### src/common/lpm_pkg.sv
// Shared constants and types for the low-power mode controller
package lpm_pkg;

    // Register port geometry
    localparam int ADDR_W = 8;
    localparam int DATA_W = 32;
    localparam int PAD_W  = 8;

    // Register byte offsets
    localparam logic [ADDR_W-1:0] OFF_CTRL    = 8'h00;
    localparam logic [ADDR_W-1:0] OFF_PAD_OUT = 8'h04;
    localparam logic [ADDR_W-1:0] OFF_PAD_DIR = 8'h08;
    localparam logic [ADDR_W-1:0] OFF_PULL_EN = 8'h0c;
    localparam logic [ADDR_W-1:0] OFF_PULL_UP = 8'h10;
    localparam logic [ADDR_W-1:0] OFF_STATUS  = 8'h14;
    localparam logic [ADDR_W-1:0] OFF_PAD_IN  = 8'h18;

    // Control register fields
    localparam int CTRL_TYPE_BIT = 0;

    // Status register fields
    localparam int STAT_MODE_LSB = 0;
    localparam int STAT_MODE_MSB = 1;
    localparam int STAT_PIN_BIT  = 2;
    localparam int STAT_EN_BIT   = 3;
    localparam int STAT_PLL_BIT  = 4;
    localparam int STAT_CNT_LSB  = 8;
    localparam int STAT_CNT_MSB  = 15;
    localparam int CNT_W         = 8;

    // Reset values
    localparam logic             RST_TYPE    = 1'h0;
    localparam logic [PAD_W-1:0] RST_PAD_OUT = 8'h00;
    localparam logic [PAD_W-1:0] RST_PAD_DIR = 8'h00;
    localparam logic [PAD_W-1:0] RST_PULL_EN = 8'h00;
    localparam logic [PAD_W-1:0] RST_PULL_UP = 8'h00;
    localparam logic [CNT_W-1:0] RST_CNT     = 8'h00;
    localparam logic [CNT_W-1:0] CNT_ONE     = 8'h01;

    // Freeze variants held in the control register
    localparam logic TYPE_PIN_ONLY = 1'h0;
    localparam logic TYPE_PIN_CORE = 1'h1;

    // Synchroniser input positions
    localparam int SYNC_PIN = 0;
    localparam int SYNC_EN  = 1;
    localparam int SYNC_PLL = 2;
    localparam int SYNC_PAD = 3;
    localparam int SYNC_W   = 3 + PAD_W;

    // Operating modes
    typedef enum logic [1:0] {
        LPM_ACTIVE,
        LPM_IDLE,
        LPM_FREEZE
    } lpm_mode_t;

endpackage

### src/hw/lpm_sync.sv
// Three-stage level synchroniser with agreement filter
`timescale 1ns/10ps

module lpm_sync #(
    parameter int WIDTH = 1
) (
    input  wire logic             clk_sys,
    input  wire logic             reset_n,
    input  wire logic [WIDTH-1:0] asyncIn,
    output logic      [WIDTH-1:0] levelOut
);

    logic [WIDTH-1:0] stage1_q;
    logic [WIDTH-1:0] stage2_q;
    logic [WIDTH-1:0] stage3_q;
    logic [WIDTH-1:0] level_q;
    logic [WIDTH-1:0] agree;

    // Stage one is read only by stage two
    always_ff @(posedge clk_sys or negedge reset_n) begin
        if (!reset_n) begin
            stage1_q <= '0;
            stage2_q <= '0;
            stage3_q <= '0;
        end else begin
            stage1_q <= asyncIn;
            stage2_q <= stage1_q;
            stage3_q <= stage2_q;
        end
    end

    // A change counts only once stages two and three agree
    assign agree = ~(stage2_q ^ stage3_q);

    always_ff @(posedge clk_sys or negedge reset_n) begin
        if (!reset_n) begin
            level_q <= '0;
        end else begin
            level_q <= (agree & stage3_q) | (~agree & level_q);
        end
    end

    assign levelOut = level_q;

endmodule

### src/hw/lpm_ctrl.sv
// Low-power mode controller: freeze, static idle and pad handling
//
// Our own choices: strobed register access and the address map.
`timescale 1ns/10ps
//
// Overview of operation
// - Type 1: freeze follows the freeze request pin alone.
// - Type 2: freeze only while pin and core freeze enable both asserted.
// - Entering freeze stops every PLL clock automatically.
// - Static idle keeps memory, pad states and the configuration registers unchanged; coreIn still follows the pads.
// - Driving the PLL power-down input low turns the PLL off: static idle.
// - In freeze pads float, or hold their configured weak pull level.
// - Core logic fed from inputs sees constant high throughout freeze.

module lpm_ctrl (
    input  wire logic                        clk_sys,
    input  wire logic                        reset_n,
    // Register port
    input  wire logic [lpm_pkg::ADDR_W-1:0]  regAddr,
    input  wire logic [lpm_pkg::DATA_W-1:0]  regWdata,
    input  wire logic                        regWr,
    input  wire logic                        regRd,
    output logic      [lpm_pkg::DATA_W-1:0]  regRdata,
    // Mode requests
    input  wire logic                        freezeRequestPin,
    input  wire logic                        coreFreezeEnable,
    input  wire logic                        pllPowerDownN,
    // PLL and core side
    output logic                             pllClkEn,
    output logic                             freezeActive,
    output logic                             staticIdle,
    output logic      [lpm_pkg::PAD_W-1:0]   coreIn,
    // Pads
    input  wire logic [lpm_pkg::PAD_W-1:0]   padIn,
    output logic      [lpm_pkg::PAD_W-1:0]   padOut,
    output logic      [lpm_pkg::PAD_W-1:0]   padOe,
    output logic      [lpm_pkg::PAD_W-1:0]   padPullEn,
    output logic      [lpm_pkg::PAD_W-1:0]   padPullUp
);
    import lpm_pkg::*;

    // Address match, shared by write and read decode
    function automatic logic hitReg(input logic [ADDR_W-1:0] addr,
                                    input logic [ADDR_W-1:0] off);
        hitReg = (addr == off);
    endfunction

    // Software-visible state
    logic             cfgType_q;
    logic [PAD_W-1:0] padOutReg_q;
    logic [PAD_W-1:0] padDirReg_q;
    logic [PAD_W-1:0] pullEnReg_q;
    logic [PAD_W-1:0] pullUpReg_q;
    logic [CNT_W-1:0] freezeCnt_q;
    logic [CNT_W-1:0] freezeCnt_d;

    // Mode state and registered outputs
    lpm_mode_t        mode_q;
    lpm_mode_t        mode_d;
    logic             pllClkEn_q;
    logic             freezeActive_q;
    logic             staticIdle_q;
    logic [PAD_W-1:0] coreIn_q;
    logic [PAD_W-1:0] padOe_q;
    logic [PAD_W-1:0] padOut_q;
    logic [PAD_W-1:0] padPullEn_q;
    logic [PAD_W-1:0] padPullUp_q;
    logic [DATA_W-1:0] rdata_q;
    logic [DATA_W-1:0] rdata_d;

    // Synchronised levels
    logic [SYNC_W-1:0] syncIn;
    logic [SYNC_W-1:0] syncLvl;
    logic              pinLvl;
    logic              enLvl;
    logic              pllOnLvl;
    logic [PAD_W-1:0]  padLvl;

    // Decode wires
    logic wrCtrl;
    logic wrPadOut;
    logic wrPadDir;
    logic wrPullEn;
    logic wrPullUp;
    logic freezeWant;
    logic freezeEntry;
    logic [DATA_W-1:0] statusWord;

    // All pin-side levels pass one shared synchroniser
    assign syncIn = {padIn, pllPowerDownN, coreFreezeEnable, freezeRequestPin};

    lpm_sync #(
        .WIDTH    (SYNC_W)
    ) u_sync (
        .clk_sys  (clk_sys),
        .reset_n  (reset_n),
        .asyncIn  (syncIn),
        .levelOut (syncLvl)
    );

    // Filtered levels used by the mode decision and the core inputs
    assign pinLvl   = syncLvl[SYNC_PIN];
    assign enLvl    = syncLvl[SYNC_EN];
    assign pllOnLvl = syncLvl[SYNC_PLL];
    assign padLvl   = syncLvl[SYNC_PAD +: PAD_W];

    // Freeze request: type 1 ignores the core enable entirely
    assign freezeWant = pinLvl &
                        ((cfgType_q == TYPE_PIN_ONLY) | enLvl);

    // Freeze outranks PLL power-down; both stop PLL clocks
    always_comb begin
        case (1'b1)
            freezeWant: mode_d = LPM_FREEZE;
            !pllOnLvl:  mode_d = LPM_IDLE;
            default:    mode_d = LPM_ACTIVE;
        endcase
    end

    assign freezeEntry = (mode_d == LPM_FREEZE) && (mode_q != LPM_FREEZE);

    // Register write decode
    assign wrCtrl   = regWr && hitReg(regAddr, OFF_CTRL);
    assign wrPadOut = regWr && hitReg(regAddr, OFF_PAD_OUT);
    assign wrPadDir = regWr && hitReg(regAddr, OFF_PAD_DIR);
    assign wrPullEn = regWr && hitReg(regAddr, OFF_PULL_EN);
    assign wrPullUp = regWr && hitReg(regAddr, OFF_PULL_UP);

    // Configuration changes only by explicit writes, so idle keeps it
    always_ff @(posedge clk_sys or negedge reset_n) begin
        if (!reset_n) begin
            cfgType_q   <= RST_TYPE;
            padOutReg_q <= RST_PAD_OUT;
            padDirReg_q <= RST_PAD_DIR;
            pullEnReg_q <= RST_PULL_EN;
            pullUpReg_q <= RST_PULL_UP;
        end else begin
            if (wrCtrl) begin
                cfgType_q <= regWdata[CTRL_TYPE_BIT];
            end
            if (wrPadOut) begin
                padOutReg_q <= regWdata[PAD_W-1:0];
            end
            if (wrPadDir) begin
                padDirReg_q <= regWdata[PAD_W-1:0];
            end
            if (wrPullEn) begin
                pullEnReg_q <= regWdata[PAD_W-1:0];
            end
            if (wrPullUp) begin
                pullUpReg_q <= regWdata[PAD_W-1:0];
            end
        end
    end

    // Entry counter wraps; it lets software see how often freeze occurred
    assign freezeCnt_d = freezeEntry ? CNT_W'(freezeCnt_q + CNT_ONE) : freezeCnt_q;

    // Mode state and entry count
    always_ff @(posedge clk_sys or negedge reset_n) begin
        if (!reset_n) begin
            mode_q      <= LPM_ACTIVE;
            freezeCnt_q <= RST_CNT;
        end else begin
            mode_q      <= mode_d;
            freezeCnt_q <= freezeCnt_d;
        end
    end

    // Outputs follow the next mode so they change with mode_q
    always_ff @(posedge clk_sys or negedge reset_n) begin
        if (!reset_n) begin
            pllClkEn_q     <= 1'b0;
            freezeActive_q <= 1'b0;
            staticIdle_q   <= 1'b0;
        end else begin
            pllClkEn_q     <= (mode_d == LPM_ACTIVE);
            freezeActive_q <= (mode_d == LPM_FREEZE);
            staticIdle_q   <= (mode_d == LPM_IDLE);
        end
    end

    // Pad drivers released in freeze; pulls stay as configured so a
    // pulled pad settles at its weak level instead of floating
    always_ff @(posedge clk_sys or negedge reset_n) begin
        if (!reset_n) begin
            padOe_q     <= '0;
            padOut_q    <= RST_PAD_OUT;
            padPullEn_q <= RST_PULL_EN;
            padPullUp_q <= RST_PULL_UP;
        end else begin
            padOe_q     <= (mode_d == LPM_FREEZE) ? '0 : padDirReg_q;
            padOut_q    <= padOutReg_q;
            padPullEn_q <= pullEnReg_q;
            padPullUp_q <= pullUpReg_q;
        end
    end

    // Core inputs read high in freeze; outside clocks may still toggle
    always_ff @(posedge clk_sys or negedge reset_n) begin
        if (!reset_n) begin
            coreIn_q <= '0;
        end else begin
            coreIn_q <= (mode_d == LPM_FREEZE) ? '1 : padLvl;
        end
    end

    // Status word assembly
    always_comb begin
        statusWord = '0;
        statusWord[STAT_MODE_MSB:STAT_MODE_LSB] = mode_q;
        statusWord[STAT_PIN_BIT] = pinLvl;
        statusWord[STAT_EN_BIT]  = enLvl;
        statusWord[STAT_PLL_BIT] = pllOnLvl;
        statusWord[STAT_CNT_MSB:STAT_CNT_LSB] = freezeCnt_q;
    end

    // Read mux; unmapped offsets read zero
    always_comb begin
        rdata_d = '0;
        if (regRd) begin
            if (hitReg(regAddr, OFF_CTRL)) begin
                rdata_d[CTRL_TYPE_BIT] = cfgType_q;
            end else if (hitReg(regAddr, OFF_PAD_OUT)) begin
                rdata_d[PAD_W-1:0] = padOutReg_q;
            end else if (hitReg(regAddr, OFF_PAD_DIR)) begin
                rdata_d[PAD_W-1:0] = padDirReg_q;
            end else if (hitReg(regAddr, OFF_PULL_EN)) begin
                rdata_d[PAD_W-1:0] = pullEnReg_q;
            end else if (hitReg(regAddr, OFF_PULL_UP)) begin
                rdata_d[PAD_W-1:0] = pullUpReg_q;
            end else if (hitReg(regAddr, OFF_STATUS)) begin
                rdata_d = statusWord;
            end else if (hitReg(regAddr, OFF_PAD_IN)) begin
                rdata_d[PAD_W-1:0] = coreIn_q;
            end
        end
    end

    // Read data valid only in the cycle after the strobe
    always_ff @(posedge clk_sys or negedge reset_n) begin
        if (!reset_n) begin
            rdata_q <= '0;
        end else begin
            rdata_q <= rdata_d;
        end
    end

    assign regRdata     = rdata_q;
    assign pllClkEn     = pllClkEn_q;
    assign freezeActive = freezeActive_q;
    assign staticIdle   = staticIdle_q;
    assign coreIn       = coreIn_q;
    assign padOut       = padOut_q;
    assign padOe        = padOe_q;
    assign padPullEn    = padPullEn_q;
    assign padPullUp    = padPullUp_q;
endmodule

### config.mk
export PLATFORM = sky130hd
export DESIGN_NAME = lpm_ctrl
export DESIGN_NICKNAME = d
export VERILOG_FILES = /design/src/common/lpm_pkg.sv /design/src/hw/lpm_sync.sv /design/src/hw/lpm_ctrl.sv
export SDC_FILE = /design/constraint.sdc
export NUM_CORES = 1
export LEC_CHECK = 0
export BUFFER_PORTS_ARGS = -buffer_cell sky130_fd_sc_hd__buf_2
export CORE_ASPECT_RATIO = 0.6
export CORE_MARGIN = 10
export CORE_UTILIZATION = 47
export CTS_CLUSTER_SIZE = 16
export DETAILED_ROUTE_END_ITERATION = 7
export PLACE_DENSITY = 0.75
export SLEW_MARGIN = 20
export SYNTH_ARGS = -nofsm -noshare
export SYNTH_HDL_FRONTEND = slang
export SYNTH_SLANG_ARGS = --single-unit
### constraint.sdc
create_clock -name clk_sys -period 1.3 [get_ports clk_sys]
set_input_delay 0 -clock clk_sys [delete_from_list [all_inputs] [get_ports clk_sys]]
set_output_delay 0 -clock clk_sys [all_outputs]
set_load 0.02 [all_outputs]
Word-level counts from Yosys, hierarchy flattened
Index checks and enable logic that the tools add are counted.

Register bits after elaboration: 162. Input port bits: 55. Output and inout port bits: 75. Word-level logic and storage cells: 65.

Add/subtract/negate cells: 1. Equality and inequality tests: 9. Multiplexer cells: 18. Bitwise gates (word level): 9. Reductions and logical operators: 8.

Operator list (number): $mux 8 (13); $mux 32 (1); $mux 31 (1); $eq 8x5->1 const B (3); $and 11x11->11 (2); $not 11->11 (2); $eq 8x4->1 const B (2); $or 11x11->11 (1); $xor 11x11->11 (1); $add 8x1->8 const B (1); $eq 8x3->1 const B (1); $logic_not 8->1 (1); $logic_and 1x1->1 (6); $eq 2x1->1 const B (1); $eq 2x2->1 const B (1); $logic_not 2->1 (1); $mux 1 (2); $mux 2 (1); $ne 2x2->1 const B (1); $and 1x1->1 (1); $not 1->1 (1); $or 1x1->1 (1).

Logic depth before layout (Yosys ltp)
Word-level depth: 9. Depth in mapped cells: 6. Mapped depth without buffers: 5.

Modules after synthesis
From an unflattened synthesis, not the netlist that was laid out.

Cell total of the unflattened synthesis: 363. Area total of the unflattened synthesis: 5210.0 µm².

Modules (own cells, without submodules): lpm_ctrl (instances 1, cells each 308, area each 3985.1 µm², sequential area each 2527.4 µm²); lpm_sync (instances 1, cells each 55, area each 1224.9 µm², sequential area each 1101.1 µm²).

Worst setup path before layout
Ideal clock, no wire load.

Path type: input-to-reg. Start point: input regAddr[1] in the netlist's numbering. End point: register pullEnReg_q[0]. Library setup time: 0.127 ns. Arrival: 1.417 ns. Required time: 1.173 ns. Slack: -0.244 ns. Stages: 5. Path buffers: 1. Cells stage by stage: or4_4 -> nor3_4 -> and4_1 -> buf_4 -> mux2_1.

Cells in the longest elaborated chain, start to end: 2.

RTL lines: start: declaration (RTL line lpm_ctrl.sv:19) `input wire logic [lpm_pkg::ADDR_W-1:0] regAddr,`; $eq 8x4->1 (RTL line lpm_ctrl.sv:45) `hitReg = (addr == off);`; $logic_and 1x1->1 (RTL line lpm_ctrl.sv:126) `assign wrPullEn = regWr && hitReg(regAddr, OFF_PULL_EN);`; end signal: assignment (RTL line lpm_ctrl.sv:148) `pullEnReg_q <= regWdata[PAD_W-1:0];`; end: declaration (RTL line lpm_ctrl.sv:52) `logic [PAD_W-1:0] pullEnReg_q;`.

No other way between the ends. A chain may end at the register's enable or synchronous reset.

Worst setup path after layout
Start point: register pullUpReg_q[2]. End point: register rdata_q[2] (netlist: regRdata[2]).

Cells in the longest elaborated chain, start to end: 6.

RTL lines: start: declaration (RTL line lpm_ctrl.sv:53) `logic [PAD_W-1:0] pullUpReg_q;`; start signal: assignment (RTL line lpm_ctrl.sv:151) `pullUpReg_q <= regWdata[PAD_W-1:0];`; $mux 8 (RTL line lpm_ctrl.sv:230) `end else if (hitReg(regAddr, OFF_PULL_UP)) begin`; $mux 8 (RTL line lpm_ctrl.sv:228) `end else if (hitReg(regAddr, OFF_PULL_EN)) begin`; $mux 8 (RTL line lpm_ctrl.sv:226) `end else if (hitReg(regAddr, OFF_PAD_DIR)) begin`; $mux 8 (RTL line lpm_ctrl.sv:224) `end else if (hitReg(regAddr, OFF_PAD_OUT)) begin`; $mux 31 (RTL line lpm_ctrl.sv:222) `if (hitReg(regAddr, OFF_CTRL)) begin`; $mux 32 (RTL line lpm_ctrl.sv:221) `if (regRd) begin`; via rdata_d[2] (RTL line lpm_ctrl.sv:69) `logic [DATA_W-1:0] rdata_d;`; end signal: assignment (RTL line lpm_ctrl.sv:245) `rdata_q <= rdata_d;`; end: declaration (RTL line lpm_ctrl.sv:68) `logic [DATA_W-1:0] rdata_q;`.

The timed path passes the listed nets, and every way through them passes these cells.

==> results by group <==
Outcome
  • Status: complete, but fails checks
  • Failing checks: negative setup slack

Floorplan
  • Die Width: around 160 um
  • Die area: between 15000 and 20000 um^2
  • # rows: 29
  • Initial Util: 48.8%
  • Die Height: 102 um
  • Io pins: 130
  • Core area: roughly 11000 um^2

Power and ir drop
  • Leak: between 3 and 4 nW
  • Maximum VDD drop: 1130 uV
  • Pwr/cell area: between 1500 and 2000 nW/um^2
  • Total power: 0.0114 W

Place
  • Dpl hpwl: about 9.0 mm
  • DP Worst Slack: -0.485 ns
  • DP Area: 6090 um^2
  • GPL Wtd Cong: 0.916
  • Buffers added on ports: 89

Critical path
  • Req. time, crit path: about 1.6 ns
  • CP max FO: 2
  • Critical Path End Type: register
  • Crit path launch type: register
  • Critical path type: reg -> reg
  • CP arrival: 1.83 ns

Synthesis
  • Number of distinct library cells after synthesis: 44
  • Synth top cells by count: dfrtp_1, mux2_1, nor2_1
  • Register area share after synthesis: 69.4%
  • Dominant cells by area after synthesis: dfrtp_1, mux2_1, buf_4
  • Dominant cell type by area after synthesis: dfrtp_1
  • Mapped Cells: 362
  • Most used DFF post-synth: dfrtp_1
  • Asr flop ratio synth: 100%
  • Cell with the most instances after synthesis: dfrtp_1
  • Number of synthesis warnings: 0
  • #FFs+latches synth: 145
  • Post-Syn Area: 5230 um^2
  • Syn Area/Cell: between 10 and 15 um^2
  • Post-synth EDFFs: 0
  • Yosys top cell area share: between 60% and 70%

Drt
  • Post-Route WL: 12.7 mm
  • Met1 WL: 5.47 mm
  • Met2 wire length: around 5.9 mm
  • DR iter-0 viols: 252
  • DRT Pass-1 Iters: 4
  • Routed Antenna Nets: 0
  • Per-cell routed wire length: 18.9 um
  • DRC Markers: 0
  • Drt via density: ~5.1
  • Wire length on met3: 1.04 mm
  • Top sig layer: met4
  • Via Count: 3396

Clock network
  • Clock Tree Root: clkbuf_16
  • Bufs on Longest Clock Path: 2
  • CTS Buf Count: 17
  • Clk slew on worst S/H paths: 0.06 ns
  • Clock Latency Late Sink: 0.42 ns
  • CTS tree: built
  • Clock sink total: 145
  • H-Tree Depth: 4

Layout
  • Post-layout util: between 60% and 70%
  • Fin nets: a little under 600
  • # diodes: 0
  • Post-route cell area: 7150 um^2
  • Layout cells sized above 1: 39.8%
  • Area grow syn2layout: 36.8%

STA
  • Final Hold Fails: 0
  • Max-slew violation count: 0
  • Period minus WS final: 1.54 ns
  • Period utilization: 118%
  • RSZ-0062 raised after global routing: true
  • Setup violators final: 30
  • Worst Clk Skew: 0.0103 ns
  • FMAX: 0.650 GHz
  • Worst setup margin: -0.238 ns
  • Setup TNS: -2.49 ns

GRT
  • First-pass GRT wire length: ~20 mm
  • Pin count of the biggest net entering global routing: 57
  • Total GRT Usage: between 10% and 20%
  • Vias in the first global route: between 3000 and 4000
  • Grt ovf: 0
  • Antenna violations before repair: 0

Min path
  • Worst hold path type: in -> reg

Job
  • Max cap viols: 0
-- flip-flops by register name, summed over array words and instances (netlist names), named ones only --
signal,count
padDirReg_q,8
cfgType_q,1
padOutReg_q,8
padOut,8
u_sync.stage1_q,11
mode_q,2
freezeCnt_q,8
u_sync.stage2_q,11
pullEnReg_q,8
freezeActive,1
u_sync.stage3_q,11
regRdata,16
pllClkEn,1
padPullEn,8
pullUpReg_q,8
padOe,8
padPullUp,8
coreIn,8
-- critical path, stage by stage (launching register included) --
cell	delay, ns
dfrtp_1	0.40
or4_1	0.43
a32oi_2	0.26
nor2_2	0.08
o211a_1	0.25
-- final timing paths --
check | slack [ns] | start | cells after the start | end
setup / recovery | -0.24 | pullUpReg_q[2]$_DFFE_PN0P_ | 4 | regRdata[2]$_DFF_PN0_
hold / removal | 0.02 | regWr | 3 | cfgType_q$_DFFE_PN0P_
setup reg to reg | -0.24 | pullUpReg_q[2]$_DFFE_PN0P_ | 4 | regRdata[2]$_DFF_PN0_
hold reg to reg | 0.35 | u_sync.stage1_q[5]$_DFF_PN0_ | 0 | u_sync.stage2_q[5]$_DFF_PN0_
max in group asynchronous | 0.67 | reset_n | 3 | padOutReg_q[0]$_DFFE_PN0P_
min in group asynchronous | 0.04 | reset_n | 2 | regRdata[4]$_DFF_PN0_
-- metal layers --
metal / up-vias / global-route usage, %
met5: - / 0
met4: 0 / 6.35
met3: 22 / 6.47
met2: 139 / 25.6
met1: 1697 / 20.4
li1: 1538 / -
-- report_power, final --
group / total, W / leakage, nW / internal (W) / switching (W)
registers: 0.00506 / 1.87 / 0.00483 / 0.000232
logic: 0.00106 / 1.44 / 0.000478 / 0.000584
clock network: 0.00528 / 0.310 / 0.00350 / 0.00178
-- cells in the final DEF, fill, tap and decap left out, types with 3 or more instances in the layout --
cell and instances:
clkbuf_16 17, buf_2 87, nand4_1 6, clkbuf_1 3
o21ai_1 5, inv_1 5, xnor2_1 3, dfrtp_1 145
maj3_1 11, nand2_1 9, buf_12 3, a21oi_1 7
buf_4 33, conb_1 16, nand2b_1 13, mux2_4 24
nor3b_1 4, mux2_1 9, or4_1 4, dlygate4sd3_1 21
nor2_2 3, bufinv_16 5, and2_1 17, xor2_1 4
buf_6 7, nor2_1 23, mux2_2 3, o211a_1 4
-- cell families (layout without fill, tap and decap cells) --
family | count (synthesis) | count (layout) | synth area share [%]
AO/OA/AOI/OAI | 32 | 32 | 4.31
adder cells (fa/ha/maj) | 12 | 12 | 2.35
XOR/XNOR | 7 | 7 | 1.17
buffers and inverters | 33 | 189 | 3.83
flip-flops | 145 | 145 | 69.4
other | 1 | 16 | 0.0718
AND/OR/NAND/NOR | 95 | 95 | 10.9
multiplexers | 37 | 37 | 7.95
-- per-stage QoR --
stage | std cells | hold slack (ns)
4_1_cts | 670 | 0.0119
6_report | 672 | 0.0243
3_3_place_gp | 616 | -0.0908
5_1_grt | 672 | 0.0428
2_1_floorplan | 377 | -0.296
3_5_place_dp | 616 | -0.0852
-- what timing repair did --
| item | 4_1_cts | 5_1_grt |
|---|---|---|
| setup endpoints to repair | 23 | 33 |
| buffers inserted | 2 | 3 |
| hold endpoints to repair | 196 | 0 |
| pin swaps | 7 | 11 |
| hold buffers | 21 | 0 |
| resized for setup | 20 | 22 |
-- cell type report --
class | count | area [um^2]
multi-input combinational | 199 | 1630
tap | 139 | 174
timing repair buffer | 152 | 1050
clock inverter | 9 | 180
sequential | 145 | 3630
clock buffer | 22 | 464
inverter | 6 | 22.5
fill | 755 | 3550
Note: power is estimated with default switching activity, not from simulation.
